File: src/design/slpc_pkg.sv
// shared constants of the sleep-mode controller
package slpc_pkg;

  // sleep mode select codes
  localparam logic [2:0] MODE_IDLE        = 3'h0;
  localparam logic [2:0] MODE_ADC_NR      = 3'h1;
  localparam logic [2:0] MODE_PDOWN       = 3'h2;
  localparam logic [2:0] MODE_PSAVE       = 3'h3;
  localparam logic [2:0] MODE_RSVD_A      = 3'h4;
  localparam logic [2:0] MODE_RSVD_B      = 3'h5;
  localparam logic [2:0] MODE_STANDBY     = 3'h6;
  localparam logic [2:0] MODE_EXT_STANDBY = 3'h7;

  // mcu_control_reg field positions and reset values
  localparam int unsigned MCU_CTRL_W           = 8;
  localparam int unsigned BROWNOUT_OFF_BIT     = 6;
  localparam int unsigned BROWNOUT_UNLOCK_BIT  = 5;
  localparam logic        BROWNOUT_OFF_RESET   = 1'b0;

  // timing
  localparam int unsigned CLK_PERIOD_NS        = 8;
  localparam int unsigned BOD_WAKE_US          = 60;
  localparam int unsigned CNT_W                = 16;
  localparam logic [15:0] HALT_CYC             = 16'h0004;
  localparam logic [15:0] STANDBY_WAKE_CYC     = 16'h0006;
  localparam logic [2:0]  UNLOCK_CYC           = 3'h4;

  // start-up delay per clock_select_cfg setting
  localparam logic [15:0] STARTUP_CYC_0        = 16'h0010;
  localparam logic [15:0] STARTUP_CYC_1        = 16'h0100;
  localparam logic [15:0] STARTUP_CYC_2        = 16'h0800;
  localparam logic [15:0] STARTUP_CYC_3        = 16'h1000;

endpackage : slpc_pkg

File: src/design/slpc_brownout_sleep_off_if.sv
// carrier between the sleep controller and its brown-out unlock unit
`timescale 1ns/1ps
interface slpc_brownout_sleep_off_if;
  logic       wr;
  logic [7:0] wdata;
  logic       sleep_off;
  logic       unlock_open;

  modport ctl  (output wr, output wdata, input sleep_off, input unlock_open);
  modport unit (input wr, input wdata, output sleep_off, output unlock_open);
endinterface : slpc_brownout_sleep_off_if

File: src/design/slpc_brownout_sleep_off_unlock.sv
// timed unlock for the brownout_sleep_off bit
`timescale 1ns/1ps
module slpc_brownout_sleep_off_unlock (
  input wire logic  i_ref_clk,
  input wire logic  i_resetn,
  slpc_brownout_sleep_off_if.unit bus
);

  logic [2:0] win_cnt;
  logic [2:0] next_win_cnt;
  logic       wr_off;
  logic       wr_unlock;
  logic       open_wr;
  logic       commit_wr;

  assign wr_off    = bus.wdata[slpc_pkg::BROWNOUT_OFF_BIT];
  assign wr_unlock = bus.wdata[slpc_pkg::BROWNOUT_UNLOCK_BIT];
  assign open_wr   = bus.wr & wr_off & wr_unlock & (win_cnt == 3'h0);
  // rewriting the unlock pattern while open neither extends nor cancels the window
  assign commit_wr = bus.wr & ~wr_unlock & (win_cnt != 3'h0);
  assign next_win_cnt = commit_wr ? 3'h0 :
                        open_wr ? slpc_pkg::UNLOCK_CYC :
                        (win_cnt != 3'h0) ? win_cnt - 3'h1 : 3'h0;

  always_ff @(posedge i_ref_clk or negedge i_resetn) begin
    if (!i_resetn) begin
      win_cnt         <= 3'h0;
      bus.unlock_open <= 1'b0;
    end else begin
      win_cnt         <= next_win_cnt;
      bus.unlock_open <= (next_win_cnt != 3'h0);
    end
  end

  always_ff @(posedge i_ref_clk or negedge i_resetn) begin
    if (!i_resetn) begin
      bus.sleep_off <= slpc_pkg::BROWNOUT_OFF_RESET;
    end else if (commit_wr) begin
      bus.sleep_off <= wr_off;
    end
  end
endmodule : slpc_brownout_sleep_off_unlock

File: src/design/slpc_sleep_ctrl.sv
// sleep-mode controller: clock gating, wake-up qualification and wake sequencing
`timescale 1ns/1ps
module slpc_sleep_ctrl #(
  parameter int unsigned P_BOD_WAKE_CYC =
    (slpc_pkg::BOD_WAKE_US * 1000 + slpc_pkg::CLK_PERIOD_NS - 1) / slpc_pkg::CLK_PERIOD_NS
) (
  input  wire logic       i_ref_clk,
  input  wire logic       i_resetn,
  input  wire logic       i_sleep_instr,
  input  wire logic       i_sleep_arm,
  input  wire logic [2:0] i_sleep_mode_select,
  input  wire logic       i_ext_crystal,
  input  wire logic [1:0] i_clock_select_cfg,
  input  wire logic       i_mcu_ctrl_wr,
  input  wire logic [7:0] i_mcu_ctrl_wdata,
  input  wire logic [1:0] i_ext_irq,
  input  wire logic [1:0] i_ext_irq_en,
  input  wire logic [1:0] i_ext_irq_level,
  input  wire logic       i_pin_change,
  input  wire logic       i_ext_reset,
  input  wire logic       i_wdt_reset,
  input  wire logic       i_wdt_irq,
  input  wire logic       i_bod_reset,
  input  wire logic       i_twi_match,
  input  wire logic       i_timer2_ovf,
  input  wire logic       i_timer2_cmp,
  input  wire logic [1:0] i_timer2_irq_mask,
  input  wire logic       i_global_irq_en,
  input  wire logic       i_timer2_enabled,
  input  wire logic       i_timer2_async,
  input  wire logic       i_nvm_ready_irq,
  input  wire logic       i_adc_done_irq,
  input  wire logic       i_adc_enabled,
  input  wire logic       i_other_irq,
  output logic            o_cpu_clk_en,
  output logic            o_flash_clk_en,
  output logic            o_io_clk_en,
  output logic            o_adc_clk_en,
  output logic            o_async_clk_en,
  output logic            o_main_osc_en,
  output logic            o_timer_osc_en,
  output logic            o_timer2_sync_clk_en,
  output logic            o_bod_enable,
  output logic            o_adc_start,
  output logic            o_sleeping,
  output logic            o_cpu_halt,
  output logic            o_irq_service,
  output logic            o_reset_vector,
  output logic [7:0]      o_mcu_ctrl_rdata
);

  typedef enum logic [1:0] {ST_RUN, ST_SLEEP, ST_STARTUP, ST_HALT} slpc_state_t;

  localparam logic [15:0] BOD_WAKE_CYC = 16'(P_BOD_WAKE_CYC);

  slpc_state_t state;
  slpc_state_t next_state;
  logic [15:0] cnt;
  logic [15:0] next_cnt;
  logic [2:0]  mode;
  logic        bod_off_sleep;
  logic        next_bod_off_sleep;
  logic        rst_woke;
  logic        next_rst_woke;
  logic        irq_pend;
  logic        next_irq_pend;
  logic        ext_pend;
  logic        next_ext_pend;

  // pin inputs pass two flops; only the second stage is read
  logic [3:0]  sync_a;
  logic [3:0]  sync_b;
  logic [1:0]  ext_s;
  logic        pc_s;
  logic        ext_rst_s;

  always_ff @(posedge i_ref_clk or negedge i_resetn) begin
    if (!i_resetn) begin
      sync_a <= 4'h0;
      sync_b <= 4'h0;
    end else begin
      sync_a <= {i_ext_reset, i_pin_change, i_ext_irq};
      sync_b <= sync_a;
    end
  end

  assign ext_s     = sync_b[1:0];
  assign pc_s      = sync_b[2];
  assign ext_rst_s = sync_b[3];

  // brown-out sleep-off bit behind its timed unlock
  slpc_brownout_sleep_off_if brownout_sleep_off ();

  assign brownout_sleep_off.wr    = i_mcu_ctrl_wr;
  assign brownout_sleep_off.wdata = i_mcu_ctrl_wdata;

  slpc_brownout_sleep_off_unlock u_brownout_sleep_off (
    .i_ref_clk (i_ref_clk),
    .i_resetn  (i_resetn),
    .bus       (brownout_sleep_off.unit)
  );

  always_comb begin
    o_mcu_ctrl_rdata = 8'h00;
    o_mcu_ctrl_rdata[slpc_pkg::BROWNOUT_OFF_BIT]    = brownout_sleep_off.sleep_off;
    o_mcu_ctrl_rdata[slpc_pkg::BROWNOUT_UNLOCK_BIT] = brownout_sleep_off.unlock_open;
  end

  // mode decode; standby codes without a crystal fall back to power-down or power-save
  wire [2:0] eff_sel    = (i_sleep_mode_select[2:1] == 2'b11 && !i_ext_crystal) ?
                          {2'b01, i_sleep_mode_select[0]} : i_sleep_mode_select;
  wire       sel_valid  = (eff_sel != slpc_pkg::MODE_RSVD_A) && (eff_sel != slpc_pkg::MODE_RSVD_B);
  wire       sleep_go   = i_sleep_instr && i_sleep_arm && sel_valid && (state == ST_RUN);
  wire [2:0] gmode      = sleep_go ? eff_sel : mode;

  wire       g_idle     = (gmode == slpc_pkg::MODE_IDLE);
  wire       g_adcnr    = (gmode == slpc_pkg::MODE_ADC_NR);
  wire       g_stby     = (gmode == slpc_pkg::MODE_STANDBY);
  wire       g_ext_stby = (gmode == slpc_pkg::MODE_EXT_STANDBY);
  wire       g_pdown    = (gmode == slpc_pkg::MODE_PDOWN) || g_stby;
  wire       g_psave    = (gmode == slpc_pkg::MODE_PSAVE) || g_ext_stby;
  wire       g_bod_ok   = !(g_idle || g_adcnr);

  // wake qualification per mode
  wire t2_irq    = i_global_irq_en && ((i_timer2_ovf && i_timer2_irq_mask[0]) ||
                                       (i_timer2_cmp && i_timer2_irq_mask[1]));
  wire ext_any   = |(ext_s & i_ext_irq_en);
  wire ext_lvl   = |(ext_s & i_ext_irq_en & i_ext_irq_level);
  wire rst_wake  = ext_rst_s || i_wdt_reset || i_bod_reset;
  wire base_irq  = i_wdt_irq || i_twi_match || pc_s;
  wire irq_idle  = base_irq || t2_irq || i_nvm_ready_irq || i_adc_done_irq || i_other_irq;
  wire irq_adcnr = base_irq || (t2_irq && i_timer2_async) || i_nvm_ready_irq || i_adc_done_irq;
  wire irq_psave = base_irq || (t2_irq && i_timer2_enabled);
  wire irq_wake  = g_idle ? irq_idle : g_adcnr ? irq_adcnr : g_psave ? irq_psave : base_irq;
  wire ext_wake  = g_idle ? ext_any : ext_lvl;
  wire wake      = rst_wake || irq_wake || ext_wake;

  // wake-up wait: clock restart for deep modes, stretched when brown-out was off
  wire [15:0] startup_sel = (i_clock_select_cfg == 2'h0) ? slpc_pkg::STARTUP_CYC_0 :
                            (i_clock_select_cfg == 2'h1) ? slpc_pkg::STARTUP_CYC_1 :
                            (i_clock_select_cfg == 2'h2) ? slpc_pkg::STARTUP_CYC_2 :
                                                            slpc_pkg::STARTUP_CYC_3;
  wire [15:0] base_wait   = (g_stby || g_ext_stby) ? slpc_pkg::STANDBY_WAKE_CYC :
                            (g_pdown || g_psave) ? startup_sel : 16'h0000;
  wire [15:0] wake_wait   = (bod_off_sleep && BOD_WAKE_CYC > base_wait) ? BOD_WAKE_CYC : base_wait;

  always_comb begin
    next_state         = state;
    next_cnt           = cnt;
    next_rst_woke      = rst_woke;
    next_irq_pend      = irq_pend;
    next_ext_pend      = ext_pend;
    next_bod_off_sleep = bod_off_sleep;
    unique case (state)
      ST_RUN: begin
        if (sleep_go) begin
          next_state         = ST_SLEEP;
          next_bod_off_sleep = brownout_sleep_off.sleep_off && g_bod_ok;
          next_rst_woke      = 1'b0;
          next_irq_pend      = 1'b0;
          next_ext_pend      = 1'b0;
        end
      end
      ST_SLEEP: begin
        if (wake) begin
          next_rst_woke = rst_wake;
          next_irq_pend = irq_wake;
          next_ext_pend = ext_wake;
          if (wake_wait != 16'h0000) begin
            next_state = ST_STARTUP;
            next_cnt   = wake_wait - 16'h0001;
          end else if (rst_wake) begin
            next_state = ST_RUN;
          end else begin
            next_state = ST_HALT;
            next_cnt   = slpc_pkg::HALT_CYC - 16'h0001;
          end
        end
      end
      ST_STARTUP: begin
        next_rst_woke = rst_woke || rst_wake;
        if (cnt == 16'h0000) begin
          // a level that vanished during start-up gives no interrupt
          next_ext_pend = ext_wake;
          next_state    = next_rst_woke ? ST_RUN : ST_HALT;
          next_cnt      = slpc_pkg::HALT_CYC - 16'h0001;
        end else begin
          next_cnt = cnt - 16'h0001;
        end
      end
      ST_HALT: begin
        if (cnt == 16'h0000) begin
          next_state = ST_RUN;
        end else begin
          next_cnt = cnt - 16'h0001;
        end
      end
    endcase
    if (next_state == ST_RUN) begin
      next_bod_off_sleep = 1'b0;
    end
  end

  always_ff @(posedge i_ref_clk or negedge i_resetn) begin
    if (!i_resetn) begin
      state         <= ST_RUN;
      cnt           <= 16'h0000;
      mode          <= slpc_pkg::MODE_IDLE;
      bod_off_sleep <= 1'b0;
      rst_woke      <= 1'b0;
      irq_pend      <= 1'b0;
      ext_pend      <= 1'b0;
    end else begin
      state         <= next_state;
      cnt           <= next_cnt;
      mode          <= gmode;
      bod_off_sleep <= next_bod_off_sleep;
      rst_woke      <= next_rst_woke;
      irq_pend      <= next_irq_pend;
      ext_pend      <= next_ext_pend;
    end
  end

  // clock-domain gating while asleep; nothing here clears state, so contents survive
  wire sl       = (next_state == ST_SLEEP);
  wire t2_sync  = i_timer2_enabled && !i_timer2_async;
  wire s_io     = g_idle;
  wire s_adc    = g_idle || g_adcnr;
  wire s_async  = g_idle || g_adcnr || (gmode == slpc_pkg::MODE_PSAVE) ||
                  (g_ext_stby && i_timer2_async);
  wire s_main   = g_idle || g_adcnr || g_stby || g_ext_stby ||
                  ((gmode == slpc_pkg::MODE_PSAVE) && t2_sync);
  wire s_tosc   = (g_idle || g_adcnr || g_psave) && i_timer2_async;
  wire s_t2sync = g_psave && t2_sync;
  wire wake_end = (state == ST_HALT) && (cnt == 16'h0000);
  wire rst_end  = (state != ST_RUN) && (next_state == ST_RUN) && next_rst_woke;

  always_ff @(posedge i_ref_clk or negedge i_resetn) begin
    if (!i_resetn) begin
      o_cpu_clk_en         <= 1'b1;
      o_flash_clk_en       <= 1'b1;
      o_io_clk_en          <= 1'b1;
      o_adc_clk_en         <= 1'b1;
      o_async_clk_en       <= 1'b1;
      o_main_osc_en        <= 1'b1;
      o_timer_osc_en       <= 1'b1;
      o_timer2_sync_clk_en <= 1'b1;
      o_sleeping           <= 1'b0;
      o_cpu_halt           <= 1'b0;
    end else begin
      o_cpu_clk_en         <= !sl;
      o_flash_clk_en       <= !sl;
      o_io_clk_en          <= !sl || s_io;
      o_adc_clk_en         <= !sl || s_adc;
      o_async_clk_en       <= !sl || s_async;
      o_main_osc_en        <= !sl || s_main;
      o_timer_osc_en       <= !sl || s_tosc;
      o_timer2_sync_clk_en <= !sl || s_t2sync;
      o_sleeping           <= sl;
      o_cpu_halt           <= (next_state == ST_STARTUP) || (next_state == ST_HALT);
    end
  end

  always_ff @(posedge i_ref_clk or negedge i_resetn) begin
    if (!i_resetn) begin
      o_bod_enable   <= 1'b1;
      o_adc_start    <= 1'b0;
      o_irq_service  <= 1'b0;
      o_reset_vector <= 1'b0;
    end else begin
      o_bod_enable   <= !(sl && next_bod_off_sleep);
      o_adc_start    <= sleep_go && s_adc && i_adc_enabled;
      o_irq_service  <= wake_end && (irq_pend || ext_pend);
      o_reset_vector <= rst_end;
    end
  end
endmodule : slpc_sleep_ctrl

File: config.mk
export PLATFORM = sky130hd
export DESIGN_NAME = slpc_sleep_ctrl
export DESIGN_NICKNAME = d
export VERILOG_FILES = /design/src/design/slpc_pkg.sv /design/src/design/slpc_brownout_sleep_off_if.sv /design/src/design/slpc_brownout_sleep_off_unlock.sv /design/src/design/slpc_sleep_ctrl.sv
export SDC_FILE = /design/constraint.sdc
export NUM_CORES = 1
export LEC_CHECK = 0
export ABC_AREA = 1
export BUFFER_PORTS_ARGS = -buffer_cell sky130_fd_sc_hd__buf_2
export CAP_MARGIN = 20
export CORE_UTILIZATION = 56
export CTS_BUF_LIST = sky130_fd_sc_hd__clkbuf_16
export DETAILED_ROUTE_END_ITERATION = 12
export PLACE_DENSITY = 0.82
export SETUP_SLACK_MARGIN = 0.02
export SLEW_MARGIN = 0
export SYNTH_ARGS = -nofsm -noshare
export SYNTH_HDL_FRONTEND = slang
export SYNTH_SLANG_ARGS = --single-unit
File: constraint.sdc
create_clock -name i_ref_clk -period 6.85 [get_ports i_ref_clk]
set_input_delay 0.685 -clock i_ref_clk [delete_from_list [all_inputs] [get_ports i_ref_clk]]
set_output_delay 0.685 -clock i_ref_clk [all_outputs]
set_load 0.05 [all_outputs]
==> results.cfg <==
[clock_network]
cts-buffers-inserted = 5
cts_tree = done
clockBufferDepth = 2
cts-resized-gates = 0
cts_sinks = 50
htreeDepth = 2
path_clk_slew_ns = 0.07
cts_setup_buffers = 0
cts-root-buf = clkbuf_16
cts_hold_buf = 0
clk_latency_ns = 0.29

[placement]
dp_slack_ns = 3.81
hpwl_mm = 4.86
finalWeightedCongestion = 0.857
place_area_um2 = 3410
port_buffers = 51

[sta]
worst_pin_slew_ns = 0.959
finalClockSkew_ns = 0.00226
period_share_pct = 45.6
setup_viol = 0
slew-limit-headroom_pct = 35.6
period_needed_ns = 3.12
layout_setup_ws_ns = 3.73
fin_tns_setup_ns = 0
hold_viol = 0
final_max_slew_viol_count = 0
fmax_mhz = 320
rsz0062_at_grt = no

[floorplan]
io_pins = 64
start_util_pct = 59.8
die_h_um = 77.0
rows = 26
fp.coreArea_um2 = 5270
die_area_um2 = 5930
die_w_um = 77.0

[grt]
met3_usage_pct = 3.21
busiest_layer = met2
grt_pass1_wl_mm = 11.6
groute.usage.overall_pct = 24.5
grt_util_met1_pct = 30.8
grt_max_degree = 51
grt_pass1_vias = 2702
grt_overflow_total = 0
grt_antenna_before_repair = 0
met2_usage_pct = 43.4

[cells_and_area]
layout_common_cells = nand2_1, inv_1, buf_2
syn_to_final_growth_pct = 13.0
fillCellCount = 447
num_antenna_cells = 0
final_common_cell = nand2_1
nets = 505
fin_area_um2 = 3560
layout-drive-gt1-share_pct = 23.9

[pwr]
p_leak_uw = 0.00189
p_sw_uw = 773
combPwrFrac_pct = 55.2
total_power_uw = 1560
p_clk_share_pct = 15.7
power_density_nw_per_um2 = 439
intPower_uw = 790
seqPwrFrac_pct = 29.0
ir_worst_vdd_v = 0.000263
switching_share_pct = 49.5

[routing]
dr.pass1.iters = 4
vias = 2769
routed_wl_mm = 6.54
wl_per_cell_um = 12.4
drt_iter0_drc = 156
post_drt_via_cell_ratio = 5.25
drc = 0
ant_nets = 0

[setup_path]
crit_buf_inv = 2
critical_path.max_stage_delay_ns = 0.76
worstPathCellList = inv_1, ha_1, nand2_1, nor3_2, nand2_1, nor2_1, nand2_1, o21ai_1, inv_1, nand2_1, o21ai_0, nand2_1, o21ai_2
path_class = reg -> reg
path_depth = 13
reg2reg_depth = 13
cpLargestDelayFamily = simple AND/OR/NAND/NOR gates
crit_fanout = 14
required_ns = 7.02
crit_path_end_kind = register
crit_arrival_ns = 3.29
startpoint_type = register
crit_path_top_delay_cell = o21ai_1
crit_path_frequent_cell = nand2_1

[synthesis]
synth_seq_cells = 50
syn_inst = 406
syn-cell-area_um2 = 3150
seq_area_frac_synth_pct = 40.0
async_flop_share_pct = 100
ys.flop_type = dfrtp_1
yosys_warnings = 0
post_synth.cell_area_avg_um2 = 7.76
synth_edf_count = 0
yosysUniqueCellTypes = 40

[status]
status = completed

[worst_hold_path]
min_path_type = reg -> reg
holdPathStages = 0

[job]
drv_cap = 0
[final timing paths]
check,start,end,slack [ns]
min in group asynchronous,i_resetn,o_sleeping,0.50
max reg2reg,cnt[0],cnt[9],3.73
max,cnt[0],cnt[9],3.73
min,sync_a[2],sync_b[2],0.35
min reg2reg,sync_a[2],sync_b[2],0.35
max in group asynchronous,i_resetn,sync_b[0],5.93
[synth_stat cells (2+ instances only)]
cell     instances  area (um^2)
dfrtp_1         42         1050
o21ai_1          2         10.0
dfstp_2          8          210
buf_6            2         22.5
inv_1           60          225
xnor2_1          3         26.3
nor3_1          13         65.1
nor2_1          44          165
nand2_2          8         50.1
o21ai_2         11         96.3
nand2_1         86          323
ha_1             7         87.6
nor2_4           3         33.8
o22ai_1          4         25.0
nand4_1         10         62.6
nand3_2          3         30.0
o21ai_0         19         95.1
nand2_4          5         56.3
a21oi_1          7         35.0
buf_2            3         15.0
xor2_1           8         70.1
o31ai_1          3         22.5
buf_4            9         67.6
nand3_1         26          130
inv_2            5         18.8
[power by group through the flow]
stage	logic (uW)	registers, uW	clock network (uW)
floorplan	643	526	0
finish	863	454	246
global placement	833	454	0
global route	964	463	261
detailed placement	852	457	0
CTS	861	452	248
[sequential cells by signal (all words and copies together), names as in the netlist, 2 cells and up]
| name | flops |
|---|---|
| sync_b | 4 |
| mode | 3 |
| cnt | 16 |
| state | 2 |
| sync_a | 4 |
| u_brownout_sleep_off.win_cnt | 3 |
[layer usage]
layer	part of all wire (%)	wire length (um)	up-vias
met5	0	0	-
met4	0.78	51	0
met3	4.7	308	6
met2	50	3290	64
met1	44	2900	1315
li1	-	-	1384
[cells by family after synthesis]
group                    after synthesis  synth area share [%]
XOR/XNOR                              11                  3.06
AND/OR/NAND/NOR                      205                  31.9
adder cells (fa/ha/maj)                7                  2.78
flip-flops                            50                  40.0
AO/OA/AOI/OAI                         53                  11.0
buffers and inverters                 79                  11.1
other                                  1                 0.119
[area by class of cell]
type | instances | area (um^2) | area share, %
Clock buffer | 5 | 125 | 3.51
Clock inverter | 3 | 21.3 | 0.597
Inverter | 65 | 244 | 6.85
Multi-Input combinational cell | 282 | 1560 | 43.8
Sequential cell | 50 | 1260 | 35.4
Tap cell | 70 | 87.6 | 2.46
Timing Repair Buffer | 52 | 263 | 7.38
[through the flow]
step           utilization, %  std cells  hold slack (ns)
6_report                 67.6        527            0.351
5_1_grt                  67.6        527            0.357
4_1_cts                  67.6        527            0.356
3_5_place_dp             64.8        519            0.340
3_3_place_gp             64.8        519            0.333
2_1_floorplan               -        411            0.331
(Power assumes the default switching activity.)
